[config.mk]
export PLATFORM = sky130hd
export DESIGN_NAME = fcm_host
export DESIGN_NICKNAME = d
export VERILOG_FILES = /design/src/pkg/fcm_pkg.sv /design/src/hdl/fcm_bus_cycle.sv /design/src/hdl/fcm_host.sv
export SDC_FILE = /design/constraint.sdc
export NUM_CORES = 1
export LEC_CHECK = 0
export BUFFER_PORTS_ARGS = -buffer_cell sky130_fd_sc_hd__buf_2
export CAP_MARGIN = 20
export CORE_MARGIN = 8
export CORE_UTILIZATION = 45
export CTS_CLUSTER_DIAMETER = 200
export DETAILED_ROUTE_END_ITERATION = 16
export PLACE_DENSITY = 0.62
export SLEW_MARGIN = 40
export SYNTH_ARGS = -nofsm -noshare
export SYNTH_HDL_FRONTEND = slang
export SYNTH_SLANG_ARGS = --single-unit
[constraint.sdc]
create_clock -name clk_sys -period 12.2 [get_ports clk_sys]
set_input_delay 1.83 -clock clk_sys [delete_from_list [all_inputs] [get_ports clk_sys]]
set_output_delay 1.83 -clock clk_sys [all_outputs]
set_load 0.1 [all_outputs]
[src/pkg/fcm_pkg.sv]
`default_nettype none
package fcm_pkg;
    localparam int AW = 21;
    localparam int DW = 16;

    // bus timing, as counts of the 40 ns system clock
    localparam int T_CLK_NS    = 40;
    localparam int T_STROBE_NS = 80;
    localparam int T_ACCESS_NS = 120;
    localparam int N_STROBE    = (T_STROBE_NS + T_CLK_NS - 1) / T_CLK_NS;
    localparam int N_ACCESS    = (T_ACCESS_NS + T_CLK_NS - 1) / T_CLK_NS;

    // command sequence addresses and data
    localparam logic [AW-1:0] ADDR_UNLOCK1      = 21'h000555;
    localparam logic [AW-1:0] ADDR_UNLOCK2      = 21'h0002aa;
    localparam logic [AW-1:0] ADDR_QUERY        = 21'h000055;
    localparam logic [DW-1:0] CMD_UNLOCK1       = 16'h00aa;
    localparam logic [DW-1:0] CMD_UNLOCK2       = 16'h0055;
    localparam logic [DW-1:0] CMD_AUTOSEL       = 16'h0090;
    localparam logic [DW-1:0] CMD_SEC_ENTER     = 16'h0088;
    localparam logic [DW-1:0] CMD_SEC_EXIT1     = 16'h0090;
    localparam logic [DW-1:0] CMD_SEC_EXIT2     = 16'h0000;
    localparam logic [DW-1:0] CMD_RESET         = 16'h00f0;
    localparam logic [DW-1:0] CMD_QUERY         = 16'h0098;
    localparam logic [DW-1:0] CMD_ERASE_SUSPEND = 16'h00b0;
    localparam logic [DW-1:0] CMD_ERASE_RESUME  = 16'h0030;
    localparam logic [DW-1:0] CMD_UNLOCK_BYPASS = 16'h0020;

    // status bit of a polled read that reports an exceeded time limit
    localparam int TE_BIT = 5;

    // extended query table, word addressing
    localparam logic [AW-1:0] EXT_BASE = 21'h000040;
    localparam logic [4:0]    EXT_LEN  = 5'h10;
    localparam logic [DW-1:0] EXT_TABLE [0:14] = '{
        16'h0050, 16'h0052, 16'h0049, 16'h0031, 16'h0031,
        16'h0000, 16'h0002, 16'h0004, 16'h0001, 16'h0004,
        16'h0000, 16'h0000, 16'h0000, 16'h00b5, 16'h00c5};
    localparam logic [DW-1:0] BOOT_BOTTOM = 16'h0002;
    localparam logic [DW-1:0] BOOT_TOP    = 16'h0003;

    typedef enum logic [2:0] {
        OP_READ        = 3'h0,
        OP_RAW_WRITE   = 3'h1,
        OP_RESET       = 3'h2,
        OP_AUTOSEL     = 3'h3,
        OP_SEC_ENTER   = 3'h4,
        OP_SEC_EXIT    = 3'h5,
        OP_QUERY_ENTER = 3'h6,
        OP_QUERY_CHECK = 3'h7
    } fcm_op_e;

    typedef enum logic [1:0] {
        MODE_READ    = 2'h0,
        MODE_AUTOSEL = 2'h1,
        MODE_QUERY   = 2'h2,
        MODE_SECURED = 2'h3
    } fcm_mode_e;

    function automatic logic [4:0] seq_len(input fcm_op_e op);
        case (op)
            OP_AUTOSEL, OP_SEC_ENTER: seq_len = 5'h03;
            OP_SEC_EXIT:              seq_len = 5'h04;
            OP_QUERY_CHECK:           seq_len = EXT_LEN;
            default:                  seq_len = 5'h01;
        endcase
    endfunction
endpackage
`default_nettype wire

[src/hdl/fcm_bus_cycle.sv]
`default_nettype none
module fcm_bus_cycle
    import fcm_pkg::*;
(
    input  wire logic          clk_sys,
    input  wire logic          sys_rst,
    input  wire logic          start,
    input  wire logic          is_write,
    input  wire logic [AW-1:0] addr,
    input  wire logic [DW-1:0] wdata,
    output logic               done,
    output logic [DW-1:0]      rdata,
    output logic [AW-1:0]      fl_addr,
    input  wire logic [DW-1:0] fl_dq_i,
    output logic [DW-1:0]      fl_dq_o,
    output logic               fl_dq_oe,
    output logic               fl_ce_n,
    output logic               fl_oe_n,
    output logic               fl_we_n
);
    typedef enum logic [1:0] {
        BC_IDLE   = 2'b00,
        BC_SETUP  = 2'b01,
        BC_STROBE = 2'b11,
        BC_HOLD   = 2'b10
    } fcm_bc_e;

    fcm_bc_e    state_q;
    logic       wr_q;
    logic [1:0] cnt_q;

    always_ff @(posedge clk_sys or posedge sys_rst) begin
        if (sys_rst) begin
            state_q  <= BC_IDLE;
            wr_q     <= 1'b0;
            cnt_q    <= 2'h0;
            done     <= 1'b0;
            rdata    <= 16'h0000;
            fl_addr  <= 21'h000000;
            fl_dq_o  <= 16'h0000;
            fl_dq_oe <= 1'b0;
            fl_ce_n  <= 1'b1;
            fl_oe_n  <= 1'b1;
            fl_we_n  <= 1'b1;
        end else begin
            done <= 1'b0;
            unique case (state_q)
                BC_IDLE: begin
                    if (start) begin
                        // address settles before either strobe falls
                        fl_addr  <= addr;
                        fl_dq_o  <= wdata;
                        fl_dq_oe <= is_write;
                        wr_q     <= is_write;
                        fl_ce_n  <= 1'b0;
                        state_q  <= BC_SETUP;
                    end
                end
                BC_SETUP: begin
                    fl_we_n <= !wr_q;
                    fl_oe_n <= wr_q;
                    cnt_q   <= wr_q ? 2'(N_STROBE - 1) : 2'(N_ACCESS - 1);
                    state_q <= BC_STROBE;
                end
                BC_STROBE: begin
                    if (cnt_q == 2'h0) begin
                        // write strobe rises while ce_n is still low, so
                        // the device latches data on this edge
                        fl_we_n <= 1'b1;
                        fl_oe_n <= 1'b1;
                        if (!wr_q) begin
                            rdata <= fl_dq_i;
                        end
                        state_q <= BC_HOLD;
                    end else begin
                        cnt_q <= cnt_q - 2'h1;
                    end
                end
                BC_HOLD: begin
                    fl_ce_n  <= 1'b1;
                    fl_dq_oe <= 1'b0;
                    done     <= 1'b1;
                    state_q  <= BC_IDLE;
                end
            endcase
        end
    end
endmodule
`default_nettype wire

[src/hdl/fcm_host.sv]
// Contract
// - only defined write sequences start operations; reset recovers.
// - exceeded-time flag during busy forces the host to write reset.
// - identifier sequence never issued while programming or erasing.
// - identifier mode: two unlocks plus command, then free reads.
// - secured region: three-write entry, four-write exit.
`default_nettype none
module fcm_host
    import fcm_pkg::*;
#(
    parameter bit TOP_BOOT = 1'b0
) (
    input  wire logic          clk_sys,
    input  wire logic          sys_rst,
    input  wire logic          cmd_valid,
    input  wire logic [2:0]    cmd_op,
    input  wire logic [AW-1:0] cmd_addr,
    input  wire logic [DW-1:0] cmd_wdata,
    output logic               cmd_ready,
    output logic               rsp_valid,
    output logic               rsp_refused,
    output logic [DW-1:0]      rsp_data,
    output logic               rsp_auto_reset,
    output logic               check_ok,
    output logic [1:0]         dev_mode,
    output logic               erase_susp,
    output logic [AW-1:0]      fl_addr,
    input  wire logic [DW-1:0] fl_dq_i,
    output logic [DW-1:0]      fl_dq_o,
    output logic               fl_dq_oe,
    output logic               fl_ce_n,
    output logic               fl_oe_n,
    output logic               fl_we_n,
    input  wire logic          fl_ready_busy_n
);
    typedef enum logic [1:0] {
        ST_IDLE = 2'b00,
        ST_RUN  = 2'b01,
        ST_WAIT = 2'b11,
        ST_DONE = 2'b10
    } fcm_st_e;

    fcm_st_e         state_q;
    fcm_op_e         op_q;
    fcm_op_e         req_op;
    fcm_mode_e       mode_q;
    logic [4:0]      step_q;
    logic [AW-1:0]   addr_q;
    logic [DW-1:0]   wdata_q;
    logic [DW-1:0]   rdata_q;
    logic            mismatch_q;
    logic            auto_q;
    logic [2:0]      wr_cnt_q;
    logic            busy;
    logic            accept;
    logic            refuse;
    logic            cur_wr;
    logic [AW-1:0]   cur_addr;
    logic [DW-1:0]   cur_data;
    logic            bc_done;
    logic [DW-1:0]   bc_rdata;

    assign busy   = !fl_ready_busy_n;
    assign req_op = fcm_op_e'(cmd_op);
    assign accept = cmd_valid && cmd_ready;

    function automatic logic [DW-1:0] ext_word(input logic [4:0] idx);
        if (idx < 5'h0f) begin
            ext_word = EXT_TABLE[idx[3:0]];
        end else begin
            ext_word = TOP_BOOT ? BOOT_TOP : BOOT_BOTTOM;
        end
    endfunction

    always_comb begin
        // while busy only polling reads and suspend pass
        refuse = busy && req_op != OP_READ
            && !(req_op == OP_RAW_WRITE
                 && cmd_wdata == CMD_ERASE_SUSPEND);
        if ((mode_q == MODE_AUTOSEL || mode_q == MODE_QUERY)
            && req_op != OP_READ && req_op != OP_RESET
            && req_op != OP_QUERY_CHECK) begin
            refuse = 1'b1;
        end
        if (req_op == OP_QUERY_CHECK && mode_q != MODE_QUERY) begin
            refuse = 1'b1;
        end
        if (req_op == OP_SEC_EXIT && mode_q != MODE_SECURED) begin
            refuse = 1'b1;
        end
        if (mode_q == MODE_SECURED && req_op == OP_RAW_WRITE
            && cmd_wdata == CMD_UNLOCK_BYPASS) begin
            refuse = 1'b1;
        end
    end

    // bus word for the current step of the current sequence
    always_comb begin
        cur_wr   = 1'b1;
        cur_addr = ADDR_UNLOCK1;
        cur_data = CMD_UNLOCK1;
        unique case (op_q)
            OP_READ: begin
                cur_wr   = 1'b0;
                cur_addr = addr_q;
            end
            OP_RAW_WRITE: begin
                cur_addr = addr_q;
                cur_data = wdata_q;
            end
            OP_RESET: begin
                cur_addr = addr_q;
                cur_data = CMD_RESET;
            end
            OP_AUTOSEL, OP_SEC_ENTER, OP_SEC_EXIT: begin
                if (step_q == 5'h01) begin
                    cur_addr = ADDR_UNLOCK2;
                    cur_data = CMD_UNLOCK2;
                end else if (step_q == 5'h02) begin
                    cur_data = (op_q == OP_AUTOSEL) ? CMD_AUTOSEL
                             : (op_q == OP_SEC_ENTER) ? CMD_SEC_ENTER
                             : CMD_SEC_EXIT1;
                end else if (step_q == 5'h03) begin
                    cur_data = CMD_SEC_EXIT2;
                end
            end
            OP_QUERY_ENTER: begin
                cur_addr = ADDR_QUERY;
                cur_data = CMD_QUERY;
            end
            OP_QUERY_CHECK: begin
                cur_wr   = 1'b0;
                cur_addr = EXT_BASE + AW'(step_q);
            end
        endcase
    end

    fcm_bus_cycle u_bus (
        .clk_sys  (clk_sys),
        .sys_rst  (sys_rst),
        .start    (state_q == ST_RUN),
        .is_write (cur_wr),
        .addr     (cur_addr),
        .wdata    (cur_data),
        .done     (bc_done),
        .rdata    (bc_rdata),
        .fl_addr  (fl_addr),
        .fl_dq_i  (fl_dq_i),
        .fl_dq_o  (fl_dq_o),
        .fl_dq_oe (fl_dq_oe),
        .fl_ce_n  (fl_ce_n),
        .fl_oe_n  (fl_oe_n),
        .fl_we_n  (fl_we_n)
    );

    // sequencer
    always_ff @(posedge clk_sys or posedge sys_rst) begin
        if (sys_rst) begin
            state_q    <= ST_IDLE;
            op_q       <= OP_READ;
            step_q     <= 5'h00;
            addr_q     <= 21'h000000;
            wdata_q    <= 16'h0000;
            rdata_q    <= 16'h0000;
            mismatch_q <= 1'b0;
            auto_q     <= 1'b0;
            wr_cnt_q   <= 3'h0;
        end else begin
            unique case (state_q)
                ST_IDLE: begin
                    if (accept && !refuse) begin
                        op_q       <= req_op;
                        addr_q     <= cmd_addr;
                        wdata_q    <= cmd_wdata;
                        step_q     <= 5'h00;
                        mismatch_q <= 1'b0;
                        auto_q     <= 1'b0;
                        wr_cnt_q   <= 3'h0;
                        state_q    <= ST_RUN;
                    end
                end
                ST_RUN: state_q <= ST_WAIT;
                ST_WAIT: begin
                    if (bc_done) begin
                        rdata_q <= cur_wr ? rdata_q : bc_rdata;
                        if (cur_wr) begin
                            wr_cnt_q <= wr_cnt_q + 3'h1;
                        end
                        if (op_q == OP_QUERY_CHECK
                            && bc_rdata != ext_word(step_q)) begin
                            mismatch_q <= 1'b1;
                        end
                        step_q  <= step_q + 5'h01;
                        state_q <= (step_q + 5'h01 == seq_len(op_q))
                                 ? ST_DONE : ST_RUN;
                    end
                end
                ST_DONE: begin
                    // a timed-out embedded operation clears by reset or by an erase suspend write
                    if (op_q == OP_READ && busy && rdata_q[TE_BIT]) begin
                        op_q     <= OP_RESET;
                        step_q   <= 5'h00;
                        auto_q   <= 1'b1;
                        wr_cnt_q <= 3'h0;
                        state_q  <= ST_RUN;
                    end else begin
                        state_q <= ST_IDLE;
                    end
                end
            endcase
        end
    end

    // host's view of the device mode; read array after power-up
    always_ff @(posedge clk_sys or posedge sys_rst) begin
        if (sys_rst) begin
            mode_q     <= MODE_READ;
            erase_susp <= 1'b0;
        end else if (state_q == ST_DONE
                     && !(op_q == OP_READ && busy && rdata_q[TE_BIT])) begin
            unique case (op_q)
                OP_RESET: begin
                    // the secured region is left by its exit sequence, OP_AUTOSEL or OP_QUERY_ENTER, not by reset
                    if (mode_q != MODE_SECURED) begin
                        mode_q <= MODE_READ;
                    end
                end
                OP_SEC_EXIT:           mode_q <= MODE_READ;
                OP_AUTOSEL:            mode_q <= MODE_AUTOSEL;
                OP_SEC_ENTER:          mode_q <= MODE_SECURED;
                OP_QUERY_ENTER:        mode_q <= MODE_QUERY;
                default:               mode_q <= mode_q;
            endcase
            // reset leaves suspend in place: device drops back to
            // erase-suspend-read, not plain read
            if (op_q == OP_RAW_WRITE && wdata_q == CMD_ERASE_SUSPEND) begin
                erase_susp <= 1'b1;
            end else if (op_q == OP_RAW_WRITE
                         && wdata_q == CMD_ERASE_RESUME) begin
                erase_susp <= 1'b0;
            end
        end
    end
    assign dev_mode = mode_q;

    // answer side
    always_ff @(posedge clk_sys or posedge sys_rst) begin
        if (sys_rst) begin
            cmd_ready      <= 1'b0;
            rsp_valid      <= 1'b0;
            rsp_refused    <= 1'b0;
            rsp_data       <= 16'h0000;
            rsp_auto_reset <= 1'b0;
            check_ok       <= 1'b0;
        end else begin
            rsp_valid <= 1'b0;
            if (state_q == ST_IDLE && accept && refuse) begin
                rsp_valid   <= 1'b1;
                rsp_refused <= 1'b1;
                cmd_ready   <= 1'b1;
            end else if (state_q == ST_IDLE && accept) begin
                cmd_ready <= 1'b0;
            end else if (state_q == ST_DONE && !(op_q == OP_READ
                         && busy && rdata_q[TE_BIT])) begin
                rsp_valid      <= 1'b1;
                rsp_refused    <= 1'b0;
                rsp_data       <= rdata_q;
                rsp_auto_reset <= auto_q;
                check_ok       <= (op_q == OP_QUERY_CHECK) ? !mismatch_q
                                                           : check_ok;
                cmd_ready      <= 1'b1;
            end else if (state_q == ST_IDLE) begin
                cmd_ready <= 1'b1;
            end
        end
    end
endmodule
`default_nettype wire

==> impl_metrics.yaml <==
pwr:
  leakage_uw: 0.00418
  peakVddDrop_uv: 222
  p_per_area_nw_per_um2: 321
worst_setup_path:
  rr_worst_depth: 9
  crit_buf_inv: 2
  critical_path.max_stage_delay_ns: 0.65
  cp.required_ns: 12.50
  cp-end-kind: "flop"
  arrival_ns: 4.34
  crit_family: "simple AND/OR/NAND/NOR gates"
  worst-r2r-setup-slack_ns: 9.27
  start_kind: "primary input"
  critPathMaxFanout: 36
  critical_path_class: "primary input to flop"
  worst-path-stages: 8
  crit_path_top_delay_cell: "buf_4"
  path_cells: "buf_2, nor4_1, nand3b_1, nor4_2, o211ai_2, nor3_4, buf_4, mux2_4"
timing:
  fmax_mhz: 247
  rsz0062_at_grt: "no"
  slew_headroom: 0.452
  setup_viol: 0
  slew_violations: 0
  min_period_over_period: 0.331
  skew_ns: 0.00637
  hold_viol_final: 0
  fin_tns_setup_ns: 0
  min_period_ns: 4.04
  worstMarginPinSlew_ns: 0.815
cts:
  cts_resized: 0
  tritoncts: "done"
  clk_pin_slew_ns: 0.06
  post_cts_buffers: 0
  cts_buffer_depth: 2
  ctsHoldBuffers: 0
  h-tree-depth: 4
  cts-root-buf: "clkbuf_16"
  insertion_delay_ns: 0.43
  numCtsBuffers: 17
  cts_num_sinks: 152
layout:
  area_growth_pct: 20.9
  layout-drive-gt1-share: 0.329
  seqCellArea_um2: 3810
  final_cell_mix: "148 x dfrtp_1, 124 x buf_2, 95 x nand2_1"
  multi_input_area_um2: 3040
  diodes: 0
  nFillCells: 1382
  final_common_cell: "dfrtp_1"
  final_nets: 819
  final_util: 0.547
floorplanning:
  fp.coreArea_um2: 15700
  io-pin-count: 125
  core.rowCount: 46
  chipHeight_um: 141
  fp.dieW_um: 141
  die_area_um2: 20000
  start_util: 0.452
routing:
  drtIter0Drc: 349
  wirelength_um: 17500
  ant_nets: 0
  viasPerCell: 5.40
  via_count: 5278
  wl_per_cell_um: 17.9
  drtPass1Iterations: 5
  drc: 0
yosys:
  synth_edf_count: 0
  synthesis.nets: 707
  synth_cell_types: 63
  synth_area_um2: 7080
  synth_flop_cell: "dfrtp_1"
  synth_seq_cells: 152
  synthCells: 637
  avgSynthCellArea_um2: 11.1
  yosysSeqAreaShare: 0.538
  synth_warnings: 0
  postSynth.asyncResetShare: 1.00
job:
  max-cap-violations: 0
global_routing:
  gr-usage-all-layers: 0.183
  grt_max_degree: 82
  grt_pass1_wl_um: 28900
  grt_pass1_vias: 5580
  grt-ovfl-total: 0
  antenna_found_initial: 0
place:
  gp_congestion: 0.815
  port_buffers: 124
  dpl.hpwl_um: 12300
outcome:
  status: "complete, no violations"
hold_path:
  hold_path_class: "flop to flop"
  hold_depth: 2
cell type report:
| cell class | instances | area share |
|---|---|---|
| clock inverters | 12 | 0.0262 |
| multi-input cells | 427 | 0.355 |
| flip-flops and latches | 152 | 0.445 |
| clock buffers | 19 | 0.0517 |
| inverters | 20 | 0.00935 |
| repair buffers | 131 | 0.0814 |
| well taps | 216 | 0.0316 |
sequential cells by signal, summed over array words and instances, names as in the netlist, 2 cells and up:
| register | flops |
|---|---|
| u_bus.fl_dq_o | 16 |
| u_bus.rdata | 16 |
| u_bus.fl_addr | 21 |
| rdata_q | 16 |
| state_q | 2 |
| op_q | 3 |
| dev_mode | 2 |
| step_q | 5 |
| u_bus.cnt_q | 2 |
| addr_q | 21 |
| rsp_data | 16 |
| wdata_q | 16 |
| u_bus.state_q | 2 |
per-stage QoR:
stage / area, µm² / power (µW) / instances / hold slack, ns / worst slack, ns
final: 8560 / 2750 / 977 / 0.466 / 8.16
after global placement: 7850 / 2130 / 944 / 0.444 / 7.85
after detailed placement: 7870 / 2160 / 945 / 0.451 / 7.73
after floorplan: 7080 / 1910 / 637 / 0.427 / 6.28
after global routing: 8560 / 2900 / 977 / 0.488 / 7.91
after CTS: 8530 / 2770 / 976 / 0.469 / 8.17
worst reg2reg max path, stage by stage, from the launching register on:
cell and delay (ns):
dfrtp_1 0.43, inv_1 0.08, ha_1 0.28, inv_1 0.05, a21oi_1 0.20, o311a_1 0.22
o211ai_2 0.16, nor3_4 0.37, buf_4 0.65, mux2_4 0.38
where the power goes:
group / internal (µW) / switching (µW) / total [µW] / leakage (µW)
clock network: 388 / 204 / 592 / 0.000323
registers: 707 / 197 / 904 / 0.00191
logic: 360 / 895 / 1260 / 0.00194
Yosys cell counts (4+ instances only):
library cell | count | share of area
dfrtp_1 | 149 | 0.53
nand2_1 | 95 | 0.050
mux2_4 | 37 | 0.078
mux2_2 | 36 | 0.057
nor2_1 | 31 | 0.016
clkbuf_1 | 30 | 0.016
a21oi_1 | 25 | 0.018
o21ai_0 | 24 | 0.017
inv_1 | 20 | 0.011
nand3_1 | 16 | 0.011
nor3_1 | 15 | 0.011
a22o_1 | 14 | 0.017
ha_1 | 10 | 0.018
nor4_1 | 10 | 0.0088
o22ai_1 | 8 | 0.0071
nand2b_1 | 7 | 0.0062
a21o_1 | 5 | 0.0053
a22oi_1 | 5 | 0.0053
and3_1 | 5 | 0.0044
nand3b_1 | 5 | 0.0053
or2_2 | 5 | 0.0044
xor2_1 | 5 | 0.0062
a31oi_1 | 4 | 0.0035
buf_6 | 4 | 0.0064
nand4_1 | 4 | 0.0035
or3_1 | 4 | 0.0035
per-layer routing:
layer / up-vias / track usage / wire, µm
met3: 21 / 0.0581 / 937
met4: 0 / 0.0514 / 268
met5: - / 0 / 0
met1: 2629 / 0.235 / 7910
met2: 134 / 0.292 / 8360
li1: 2494 / - / -
path summary, 6_finish.rpt:
kind	endpoint	start
max reg2reg	addr_q[9]	dev_mode[0]
min reg2reg	rsp_data[0]	rdata_q[0]
max in group asynchronous	addr_q[9]	sys_rst
min in group asynchronous	rsp_data[13]	sys_rst
min	rsp_data[0]	rdata_q[0]
max	addr_q[9]	cmd_op[1]
kinds of logic (layout without fill, tap and decap cells):
kind of cell / count (synthesis) / after routing / synth area share
AO/OA/AOI/OAI: 124 / 124 / 0.120
XOR/XNOR: 5 / 5 / 0.00618
adder cells (fa/ha/maj): 10 / 10 / 0.0177
buffers and inverters: 58 / 182 / 0.0352
flip-flops: 152 / 152 / 0.538
multiplexers: 76 / 76 / 0.140
AND/OR/NAND/NOR: 212 / 212 / 0.143
(Power assumes the default switching activity.)
